[src/packer_pkg.sv]
// shared constants and types for the compressed audio packer
package packer_pkg;
	// output placement modes
	typedef enum logic [1:0] {
		dual_pro_mode,
		left_only_pro_mode,
		right_only_pro_mode,
		consumer_mode
	} out_mode_t;

	localparam int unsigned SYS_HZ         = 50_000_000; // core clock
	localparam int unsigned SAMPLE_HZ      = 48_000;     // serial frame rate
	localparam int unsigned BURST_HZ       = 32;         // compressed frame rate
	localparam int unsigned WORD_BITS      = 16;         // payload word width
	localparam int unsigned FRAME_WORDS    = 1536;       // payload words/frame
	localparam int unsigned SAMPLE_CYCLES  = SYS_HZ / SAMPLE_HZ;
	localparam int unsigned SAMPLES_PER_BURST = SAMPLE_HZ / BURST_HZ;
	localparam int unsigned FIFO_DEPTH     = 16;         // input buffer depth

	// register map (byte addresses)
	localparam logic [7:0] CTRL_ADDR   = 8'h00; // mode select, enable
	localparam logic [7:0] STATUS_ADDR = 8'h04; // live state
	localparam logic [7:0] COUNT_ADDR  = 8'h08; // frames sent
	// control fields
	localparam int unsigned CTRL_MODE_LSB = 0;  // two bits of mode
	localparam int unsigned CTRL_EN_BIT   = 2;  // packer enable
	localparam logic [31:0] CTRL_RESET    = 32'h0000_0000;

	// one stereo sample as handed to the transmitter
	typedef struct packed {
		logic [15:0] left;      // left subframe word
		logic [15:0] right;     // right subframe word
		logic        non_audio; // channel status audio/non-audio
		logic        pro;       // professional status flag
	} sample_t;
endpackage

[src/word_fifo.sv]
// parameterised valid/ready fifo
module word_fifo #(
	parameter int unsigned WIDTH = 16,
	parameter int unsigned DEPTH = 16
) (
	input  wire logic             sys_clk,
	input  wire logic             reset_n,
	input  wire logic             in_valid,
	output logic                  in_ready,
	input  wire logic [WIDTH-1:0] in_data,
	output logic                  out_valid,
	input  wire logic             out_ready,
	output logic [WIDTH-1:0]      out_data,
	output logic                  flush_done
);
	localparam int unsigned AW = $clog2(DEPTH);
	logic [WIDTH-1:0] mem_r [DEPTH];    // storage
	logic [AW:0]      wp_r, wp_nxt;     // write pointer
	logic [AW:0]      rp_r, rp_nxt;     // read pointer
	logic             push, pop;

	// pointer arithmetic
	always_comb begin
		push   = in_valid && in_ready;
		pop    = out_valid && out_ready;
		wp_nxt = push ? wp_r + 1'b1 : wp_r;
		rp_nxt = pop ? rp_r + 1'b1 : rp_r;
	end

	assign in_ready  = (wp_r - rp_r) != (AW+1)'(DEPTH); // not full
	assign out_valid = wp_r != rp_r;                     // not empty
	assign out_data  = mem_r[rp_r[AW-1:0]];
	assign flush_done = 1'b0;

	// pointers
	always_ff @(posedge sys_clk or negedge reset_n) begin
		if (!reset_n) begin
			wp_r <= '0;
			rp_r <= '0;
		end else begin
			wp_r <= wp_nxt;
			rp_r <= rp_nxt;
		end
	end

	// storage, no reset
	always_ff @(posedge sys_clk) begin
		if (push) begin
			mem_r[wp_r[AW-1:0]] <= in_data;
		end
	end
endmodule

[src/compressed_audio_spdif_packer.sv]
// packs compressed 16-bit words into stereo samples with zero padding
// How it works
// - dual pro mode alternates words left then right
// - zeros follow frame until the frame period ends
// - left-only mode: words left, right passes pcm
// - right-only mode: words right, left passes pcm
// - consumer mode like dual, consumer status flag
// - fixed 48 kHz samples, two 16-bit channels
// - exactly 1536 payload words per frame in dual and consumer modes, at most 1499 in left-only and right-only modes
// - non-audio flag set while carrying compressed data
// - one burst per 32 Hz frame period
module compressed_audio_spdif_packer
	import packer_pkg::*;
#(
	parameter int unsigned SAMPLE_DIV = SAMPLE_CYCLES,    // clocks per sample
	parameter int unsigned PERIOD_SMP = SAMPLES_PER_BURST, // samples per period
	parameter int unsigned BURST_LEN  = FRAME_WORDS       // words per frame
) (
	input  wire logic        sys_clk,
	input  wire logic        reset_n,
	input  wire logic [31:0] haddr,
	input  wire logic [1:0]  htrans,
	input  wire logic        hwrite,
	input  wire logic [2:0]  hsize,
	input  wire logic        hsel,
	input  wire logic        hready,
	input  wire logic [31:0] hwdata,
	output logic [31:0]      hrdata,
	output logic             hreadyout,
	output logic             hresp,
	input  wire logic        word_valid,
	output logic             word_ready,
	input  wire logic [15:0] word_data,
	input  wire logic [15:0] pcm_left,
	input  wire logic [15:0] pcm_right,
	output sample_t          sample_out,
	output logic             sample_strobe
);
	typedef enum logic [1:0] {IDLE_ST, BURST_ST, PAD_ST} pk_state_t;

	// bus registers
	logic [31:0] ctrl_r, ctrl_nxt;      // control register
	logic [15:0] frames_r, frames_nxt;  // completed bursts
	logic        wr_pend_r, wr_pend_nxt; // write data phase pending
	logic [7:0]  wr_addr_r, wr_addr_nxt; // latched write address
	logic [31:0] rd_r, rd_nxt;          // read data
	logic        bus_go;

	// packer state
	pk_state_t   st_r, st_nxt;          // burst state
	out_mode_t   mode_r, mode_nxt;      // mode held for frame
	logic [15:0] div_r, div_nxt;        // sample clock divider
	logic [15:0] per_r, per_nxt;        // sample within period
	logic [11:0] wcnt_r, wcnt_nxt;      // words sent in frame
	sample_t     smp_r, smp_nxt;        // output sample
	logic        stb_r, stb_nxt;        // sample pulse
	logic        pair_r, pair_nxt;      // left word taken, right word due
	logic        fifo_valid, fifo_pop;
	logic [15:0] fifo_data;
	logic        tick, period_end;
	logic        left_take, right_take;

	// wide mode decode used three times
	function automatic logic is_pair(input out_mode_t m);
		return m == dual_pro_mode || m == consumer_mode;
	endfunction

	// input buffer
	word_fifo #(.WIDTH(WORD_BITS), .DEPTH(FIFO_DEPTH)) u_fifo (
		.sys_clk    (sys_clk),
		.reset_n    (reset_n),
		.in_valid   (word_valid),
		.in_ready   (word_ready),
		.in_data    (word_data),
		.out_valid  (fifo_valid),
		.out_ready  (fifo_pop),
		.out_data   (fifo_data),
		.flush_done ()
	);

	assign hreadyout     = 1'b1;    // zero wait states
	assign hresp         = 1'b0;    // always okay
	assign hrdata        = rd_r;
	assign sample_out    = smp_r;
	assign sample_strobe = stb_r;
	assign bus_go        = hsel && hready && htrans[1];

	// bus next state
	always_comb begin
		ctrl_nxt    = ctrl_r;
		wr_pend_nxt = bus_go && hwrite;
		wr_addr_nxt = haddr[7:0];
		rd_nxt      = rd_r;
		if (wr_pend_r && wr_addr_r == CTRL_ADDR) begin
			ctrl_nxt = {29'h0, hwdata[2:0]}; // mode and enable
		end
		if (bus_go && !hwrite) begin
			unique case (haddr[7:0])
				CTRL_ADDR:   rd_nxt = ctrl_r;
				STATUS_ADDR: rd_nxt = {16'h0, 2'h0, wcnt_r,
					mode_r};
				COUNT_ADDR:  rd_nxt = {16'h0, frames_r};
				default:     rd_nxt = 32'h0; // unmapped read zero
			endcase
		end
	end

	// bus registers
	always_ff @(posedge sys_clk or negedge reset_n) begin
		if (!reset_n) begin
			ctrl_r    <= CTRL_RESET;
			wr_pend_r <= 1'b0;
			wr_addr_r <= 8'h00;
			rd_r      <= 32'h0;
		end else begin
			ctrl_r    <= ctrl_nxt;
			wr_pend_r <= wr_pend_nxt;
			wr_addr_r <= wr_addr_nxt;
			rd_r      <= rd_nxt;
		end
	end

	// sample timing and word placement
	always_comb begin
		st_nxt     = st_r;
		mode_nxt   = mode_r;
		frames_nxt = frames_r;
		div_nxt    = div_r + 16'h1;
		per_nxt    = per_r;
		wcnt_nxt   = wcnt_r;
		smp_nxt    = smp_r;
		stb_nxt    = 1'b0;
		pair_nxt   = 1'b0;
		fifo_pop   = 1'b0;
		left_take  = 1'b0;
		right_take = 1'b0;
		tick       = div_r == 16'(SAMPLE_DIV - 1);
		period_end = per_r == 16'(PERIOD_SMP - 1);
		if (tick) begin
			div_nxt = 16'h0;
			per_nxt = period_end ? 16'h0 : per_r + 16'h1;
			stb_nxt = 1'b1;
			smp_nxt.left  = pcm_left;
			smp_nxt.right = pcm_right;
			// frame boundary: latch mode, burst opens the next period when enabled
			if (period_end) begin
				mode_nxt = out_mode_t'(ctrl_r[1:0]);
				st_nxt   = ctrl_r[CTRL_EN_BIT] ? BURST_ST : IDLE_ST;
				wcnt_nxt = 12'h0;
			end
			if (st_r != IDLE_ST) begin
				smp_nxt.non_audio = 1'b1;
				smp_nxt.pro = mode_r != consumer_mode;
				// zero padding by default in carrying subframes
				if (mode_r != right_only_pro_mode) begin
					smp_nxt.left = 16'h0;
				end
				if (mode_r != left_only_pro_mode) begin
					smp_nxt.right = 16'h0;
				end
				if (st_r == BURST_ST && !period_end) begin
					left_take  = mode_r == left_only_pro_mode ||
						is_pair(mode_r);
					right_take = mode_r == right_only_pro_mode ||
						is_pair(mode_r);
					if (left_take && fifo_valid) begin
						smp_nxt.left = fifo_data;
					end
					// no second word in same cycle; pair uses count
				end
			end else begin
				smp_nxt.non_audio = 1'b0;
				smp_nxt.pro       = 1'b0;
			end
		end
		// one word per cycle from fifo: left on tick, right next cycle in pair modes, on tick in right-only
		if (tick && left_take && fifo_valid) begin
			fifo_pop = 1'b1;
			wcnt_nxt = wcnt_r + 12'h1;
			pair_nxt = is_pair(mode_r); // right word follows
		end
		// in pair modes, right word only after a left word of the same sample
		if (st_r == BURST_ST && pair_r && fifo_valid &&
			wcnt_r != 12'(BURST_LEN)) begin
			fifo_pop        = 1'b1;
			smp_nxt.right   = fifo_data;
			wcnt_nxt        = wcnt_r + 12'h1;
		end
		if (tick && !left_take && right_take && fifo_valid) begin
			fifo_pop      = 1'b1;
			smp_nxt.right = fifo_data;
			wcnt_nxt      = wcnt_r + 12'h1;
		end
		// full frame sent: pad until period ends
		if (st_r == BURST_ST && wcnt_nxt == 12'(BURST_LEN)) begin
			st_nxt     = PAD_ST;
			frames_nxt = frames_r + 16'h1;
		end
	end

	// packer registers
	always_ff @(posedge sys_clk or negedge reset_n) begin
		if (!reset_n) begin
			st_r     <= IDLE_ST;
			mode_r   <= dual_pro_mode;
			frames_r <= 16'h0;
			div_r    <= 16'h0;
			per_r    <= 16'h0;
			wcnt_r   <= 12'h0;
			smp_r    <= '0;
			stb_r    <= 1'b0;
			pair_r   <= 1'b0;
		end else begin
			st_r     <= st_nxt;
			mode_r   <= mode_nxt;
			frames_r <= frames_nxt;
			div_r    <= div_nxt;
			per_r    <= per_nxt;
			wcnt_r   <= wcnt_nxt;
			smp_r    <= smp_nxt;
			stb_r    <= stb_nxt;
			pair_r   <= pair_nxt;
		end
	end

	// strobe is followed by at least two cycles without strobe
	strobe_space_a: assert property (@(posedge sys_clk) disable iff (!reset_n)
		stb_r |=> !stb_r [*2]) else $error("strobe too close");
	// words never exceed frame count
	frame_cap_a: assert property (@(posedge sys_clk) disable iff (!reset_n)
		wcnt_r <= 12'(BURST_LEN)) else $error("frame overrun");
	// carrying implies non-audio
	non_audio_a: assert property (@(posedge sys_clk) disable iff (!reset_n)
		stb_r && st_r == BURST_ST && $past(st_r) == BURST_ST
		|-> smp_r.non_audio) else $error("audio flag set");
	// mode only moves at a period boundary
	mode_hold_a: assert property (@(posedge sys_clk) disable iff (!reset_n)
		$changed(mode_r) |-> $past(period_end || st_r == IDLE_ST))
		else $error("mode changed mid frame");
	// left-only leaves right as pcm
	left_only_a: assert property (@(posedge sys_clk) disable iff (!reset_n)
		tick && mode_r == left_only_pro_mode && st_r != IDLE_ST
		|=> smp_r.right == $past(pcm_right)) else $error("right touched");
	// right-only leaves left as pcm
	right_only_a: assert property (@(posedge sys_clk) disable iff (!reset_n)
		tick && mode_r == right_only_pro_mode && st_r != IDLE_ST
		|=> smp_r.left == $past(pcm_left)) else $error("left touched");
	// padding carries zeros in dual pro mode
	pad_zero_a: assert property (@(posedge sys_clk) disable iff (!reset_n)
		tick && st_r == PAD_ST && mode_r == dual_pro_mode
		|=> smp_r.left == 16'h0 && smp_r.right == 16'h0)
		else $error("pad not zero");
	// consumer mode clears pro flag
	consumer_a: assert property (@(posedge sys_clk) disable iff (!reset_n)
		tick && mode_r == consumer_mode && st_r != IDLE_ST
		|=> !smp_r.pro) else $error("pro flag in consumer");
	// burst ends with counter reaching frame size
	burst_end_a: assert property (@(posedge sys_clk) disable iff (!reset_n)
		st_r == BURST_ST ##1 st_r == PAD_ST |-> wcnt_r == 12'(BURST_LEN))
		else $error("short burst");
	// period wraps
	period_a: assert property (@(posedge sys_clk) disable iff (!reset_n)
		per_r < 16'(PERIOD_SMP)) else $error("period overrun");
endmodule

[config.mk]
export PLATFORM = sky130hd
export DESIGN_NAME = compressed_audio_spdif_packer
export DESIGN_NICKNAME = d
export VERILOG_FILES = /design/src/packer_pkg.sv /design/src/word_fifo.sv /design/src/compressed_audio_spdif_packer.sv
export SDC_FILE = /design/constraint.sdc
export NUM_CORES = 1
export LEC_CHECK = 0
export ABC_AREA = 0
export BUFFER_PORTS_ARGS = -buffer_cell sky130_fd_sc_hd__buf_4
export CAP_MARGIN = 10
export CELL_PAD_IN_SITES_DETAIL_PLACEMENT = 1
export CELL_PAD_IN_SITES_GLOBAL_PLACEMENT = 2
export CORE_ASPECT_RATIO = 1.1
export CORE_MARGIN = 3
export CORE_UTILIZATION = 40
export CTS_BUF_LIST = sky130_fd_sc_hd__clkbuf_4 sky130_fd_sc_hd__clkbuf_8
export CTS_CLUSTER_DIAMETER = 50
export DETAILED_ROUTE_END_ITERATION = 6
export GPL_TIMING_DRIVEN = 0
export PLACE_DENSITY_LB_ADDON = 0.1
export SLEW_MARGIN = 30
export SYNTH_ARGS = -nofsm -noshare
export SYNTH_HDL_FRONTEND = slang
export SYNTH_SLANG_ARGS = --single-unit
[constraint.sdc]
create_clock -name sys_clk -period 5.4 [get_ports sys_clk]
set_input_delay 1.08 -clock sys_clk [delete_from_list [all_inputs] [get_ports sys_clk]]
set_output_delay 1.08 -clock sys_clk [all_outputs]
set_load 0.01 [all_outputs]
==> metrics.txt <==
# TYPE chip_impl_metric gauge
chip_impl_info{name="run_status",value="completed"} 1
chip_impl_metric{name="finalNonFillerCells",unit=""} 1868
chip_impl_info{name="worst_setup_path_end_kind",value="flip-flop"} 1
chip_impl_metric{name="cts_max_path_buffers",unit=""} 3
chip_impl_metric{name="finalCriticalPeriod",unit="ns"} 4.85
chip_impl_metric{name="synth_enable_flop_cells",unit=""} 256
chip_impl_metric{name="power.switching",unit="mW"} 1.70
chip_impl_metric{name="power.share.sequential",unit="%"} 50.8
chip_impl_info{name="synth.largest_area_cell",value="edfxtp_1"} 1
chip_impl_metric{name="finalSetupViolCount",unit=""} 0
chip_impl_metric{name="slew_headroom",unit="%"} 33.5
chip_impl_info{name="netlist_top_cells_count",value="edfxtp_1, dfrtp_1, nand2_1"} 1
chip_impl_metric{name="numClockSinks",unit=""} 394
chip_impl_metric{name="global_route.usage.total",unit="%"} 20.6
chip_impl_info{name="ctsRootBufferMaster",value="clkbuf_8"} 1
chip_impl_metric{name="cts.htree.levels",unit=""} 3
chip_impl_metric{name="number_of_cts_inserted_buffers",unit=""} 70
chip_impl_metric{name="r2r_setup_slack",unit="ns"} 0.55
chip_impl_metric{name="fmax_achieved",unit="MHz"} 206
chip_impl_metric{name="grt_overflow_total",unit=""} 0
chip_impl_metric{name="yosysUniqueCellTypes",unit=""} 59
chip_impl_metric{name="arrival",unit="ns"} 5.16
chip_impl_info{name="regToRegEndpoint",value="u_fifo.mem_r[3][2]$_DFFE_PP_"} 1
chip_impl_metric{name="crit_path_max_fanout",unit=""} 10
chip_impl_metric{name="synth-seq-area-share",unit="%"} 67.5
chip_impl_metric{name="gp_congestion",unit=""} 0.777
chip_impl_metric{name="dieHeight",unit="um"} 219
chip_impl_metric{name="worst_pin_slew",unit="ns"} 0.997
chip_impl_metric{name="dp_hpwl",unit="um"} 30300
chip_impl_metric{name="synthesis.area_per_instance",unit="sq um"} 15.3
chip_impl_metric{name="detailedRoute.firstIterationViolations",unit=""} 613
chip_impl_metric{name="num_rows",unit=""} 77
chip_impl_metric{name="detail-route-antenna-nets",unit=""} 0
chip_impl_metric{name="ys.warnings.count",unit=""} 0
chip_impl_info{name="post_synth_main_area_contributors",value="edfxtp_1, dfrtp_1, mux4_2"} 1
chip_impl_metric{name="fin_worst_skew",unit="ns"} 0.0338
chip_impl_info{name="worst_r2r_startpoint",value="u_fifo.rp_r[1]$_DFFE_PN0P_"} 1
chip_impl_metric{name="grtUsageMet3",unit="%"} 3.81
chip_impl_metric{name="postRouteWirelength",unit="um"} 43800
chip_impl_metric{name="placeableCoreArea",unit="sq um"} 40500
chip_impl_info{name="flip_flop_cell_with_the_highest_count_after_synthesis",value="edfxtp_1"} 1
chip_impl_metric{name="totalPowerFinal",unit="mW"} 6.89
chip_impl_info{name="rsz0062_at_grt",value="no"} 1
chip_impl_info{name="hold_class",value="input port to asynchronous set/reset pin"} 1
chip_impl_metric{name="grt_use_met2",unit="%"} 34.5
chip_impl_metric{name="power.share.clock",unit="%"} 39.6
chip_impl_metric{name="drv_slew",unit=""} 0
chip_impl_metric{name="synth-async-reset-ratio",unit="%"} 35.0
chip_impl_metric{name="drt-wirelength-per-cell",unit="um"} 23.4
chip_impl_metric{name="grt_pass1_wl",unit="um"} 67200
chip_impl_metric{name="max_cap_viol_count",unit=""} 0
chip_impl_metric{name="initial_utilization",unit="%"} 40.8
chip_impl_info{name="grt-busiest-layer",value="met2"} 1
chip_impl_metric{name="grt_use_met1",unit="%"} 27.5
chip_impl_metric{name="detail_route.drc_violations",unit=""} 0
chip_impl_info{name="tritoncts",value="done"} 1
chip_impl_metric{name="layout-drive-gt1-share",unit="%"} 28.7
chip_impl_metric{name="via_count",unit=""} 10073
chip_impl_metric{name="cts.hold.buffers_added",unit=""} 0
chip_impl_metric{name="grt_antenna_before_repair",unit=""} 0
chip_impl_metric{name="io_buffer_count",unit=""} 117
chip_impl_metric{name="power_report.internal_total",unit="mW"} 5.19
chip_impl_metric{name="critPathRequiredTime",unit="ns"} 5.71
chip_impl_metric{name="p_r_area_growth_vs_syn",unit="%"} 20.7
chip_impl_metric{name="p_per_cell_area",unit="nW/um^2"} 346
chip_impl_metric{name="fp.dieW",unit="um"} 200
chip_impl_metric{name="synth_top_area_share",unit="%"} 46.6
chip_impl_info{name="path_class",value="flip-flop to flip-flop"} 1
chip_impl_metric{name="leakage",unit="nW"} 7.55
chip_impl_metric{name="grt_start_max_net_pins",unit=""} 74
chip_impl_metric{name="postSynthRegisterBits",unit=""} 394
chip_impl_metric{name="ff2ff_path_depth",unit=""} 15
chip_impl_info{name="critical_path.startpoint",value="u_fifo.rp_r[1]$_DFFE_PN0P_"} 1
chip_impl_metric{name="vdd_drop_max",unit="mV"} 0.222
chip_impl_metric{name="clk-insertion-delay-late",unit="ns"} 0.62
chip_impl_metric{name="post_synth_instance_area",unit="sq um"} 16500
chip_impl_metric{name="power_frac_comb",unit="%"} 9.6
chip_impl_metric{name="place_inst",unit=""} 1746
chip_impl_metric{name="switching_share",unit="%"} 24.7
chip_impl_metric{name="vias_in_the_first_global_route",unit=""} 10792
chip_impl_metric{name="die_area",unit="sq um"} 43800
chip_impl_metric{name="syn-instance-count",unit=""} 1078
chip_impl_metric{name="vias_per_cell",unit=""} 5.39
chip_impl_metric{name="top_level_pins",unit=""} 193
chip_impl_metric{name="fillcell_total",unit=""} 4020
chip_impl_info{name="critical_path_startpoint_category",value="flip-flop"} 1
chip_impl_info{name="synth_most_common_cell",value="edfxtp_1"} 1
chip_impl_metric{name="clk_pin_slew",unit="ns"} 0.06
chip_impl_metric{name="dr.pass1.iters",unit=""} 5
chip_impl_metric{name="layout.nets",unit=""} 1448
chip_impl_metric{name="finalSetupTns",unit="ns"} 0
chip_impl_metric{name="timing.final.crit_share",unit="%"} 89.7
chip_impl_metric{name="hold_violations",unit=""} 0
-- final cells by class --
cell class	count	area [sq um]	area share, %
Buffer	71	345	1.73
Inverter	18	67.6	0.339
Sequential cell	394	11100	55.9
Tap cell	513	642	3.22
Clock inverter	16	103	0.515
Timing Repair Buffer	139	1230	6.18
Multi-Input combinational cell	611	5140	25.8
Clock buffer	105	1260	6.34
Antenna cell	1	2.50	0.0126
-- metrics by stage --
stage	cell area, sq um	util [%]	hold slack, ns	setup slack, ns
2_1_floorplan	16600	-	0.441	0.981
3_3_place_gp	18100	44.7	0.458	-1.65
3_5_place_dp	18600	45.9	0.461	0.0689
4_1_cts	19900	49.2	0.427	0.00281
5_1_grt	19900	49.3	0.470	0.132
6_report	19900	49.3	0.446	0.554
-- how the worst max path moves through the flow --
stage                                        end  slack, ns  depth (start not counted)
global placement    u_fifo.mem_r[1][2]$_DFFE_PP_      -1.65                         14
detailed placement  u_fifo.mem_r[2][2]$_DFFE_PP_       0.07                         15
CTS                 u_fifo.mem_r[2][2]$_DFFE_PP_      0.003                         15
global route        u_fifo.mem_r[3][2]$_DFFE_PP_       0.13                         15
floorplan           u_fifo.mem_r[3][0]$_DFFE_PP_       0.98                         14
finish              u_fifo.mem_r[3][2]$_DFFE_PP_       0.55                         15
-- logic make-up after synthesis --
group	synth area share (%)
xor+xnor	2.60
buf+inv	2.45
other cells	0.0455
simple gates	8.46
compound gates	5.89
mux	11.6
fa+ha+maj	1.52
flops	67.5
-- sequential cells by signal (all words and copies together) (netlist names), 8 cells and up --
name	flops
sample_out	34
frames_r	16
wcnt_r	12
div_r	16
u_fifo.mem_r	256
hrdata	16
wr_addr_r	8
per_r	16
-- layout by cell type (no fill, tap or decap), types with 17 or more instances in the layout --
cell | synthesis | final
a22oi_1 | 26 | 26
and3_1 | 17 | 17
buf_4 | 18 | 142
clkbuf_1 | 42 | 41
clkbuf_4 | 0 | 29
clkbuf_8 | 0 | 76
conb_1 | 2 | 18
dfrtp_1 | 138 | 138
edfxtp_1 | 256 | 256
ha_1 | 20 | 20
mux4_2 | 80 | 80
nand2_1 | 102 | 102
nand3_1 | 20 | 20
nor2_1 | 69 | 58
o21ai_0 | 60 | 60
xnor2_1 | 22 | 22
xor2_1 | 27 | 27
-- worst max-delay path, stage by stage, from the launching register on --
cell	delay (ns)
dfrtp_1	0.40
clkbuf_1	0.53
clkbuf_2	0.47
inv_1	0.12
ha_1	0.35
nor2b_1	0.14
o21ai_0	0.16
nand2b_1	0.10
mux2_2	0.27
a21oi_1	0.13
nand4b_1	0.21
and2_1	0.16
clkbuf_1	0.36
nand2_1	0.30
nor3_2	0.52
buf_4	0.30
-- per-layer routing --
layer / share of wire (%) / wire length (um)
met5: 0 / 0
met3: 4.9 / 2150
met2: 49 / 21600
met4: 2.1 / 899
met1: 44 / 19100
-- what timing repair did --
item / CTS / global route
setup endpoints to repair: 0 / 84
gates resized for setup: 0 / 4
buffers inserted: 0 / 0
-- power by group through the flow --
stage,Combinational [mW],Sequential [mW],Clock [mW]
2_1_floorplan,0.300,3.54,0
5_1_grt,0.725,3.51,2.97
3_3_place_gp,0.531,3.56,0
4_1_cts,0.671,3.50,2.82
6_report,0.662,3.50,2.73
3_5_place_dp,0.668,3.56,0
No activity file was read; power rests on OpenSTA's default activity.
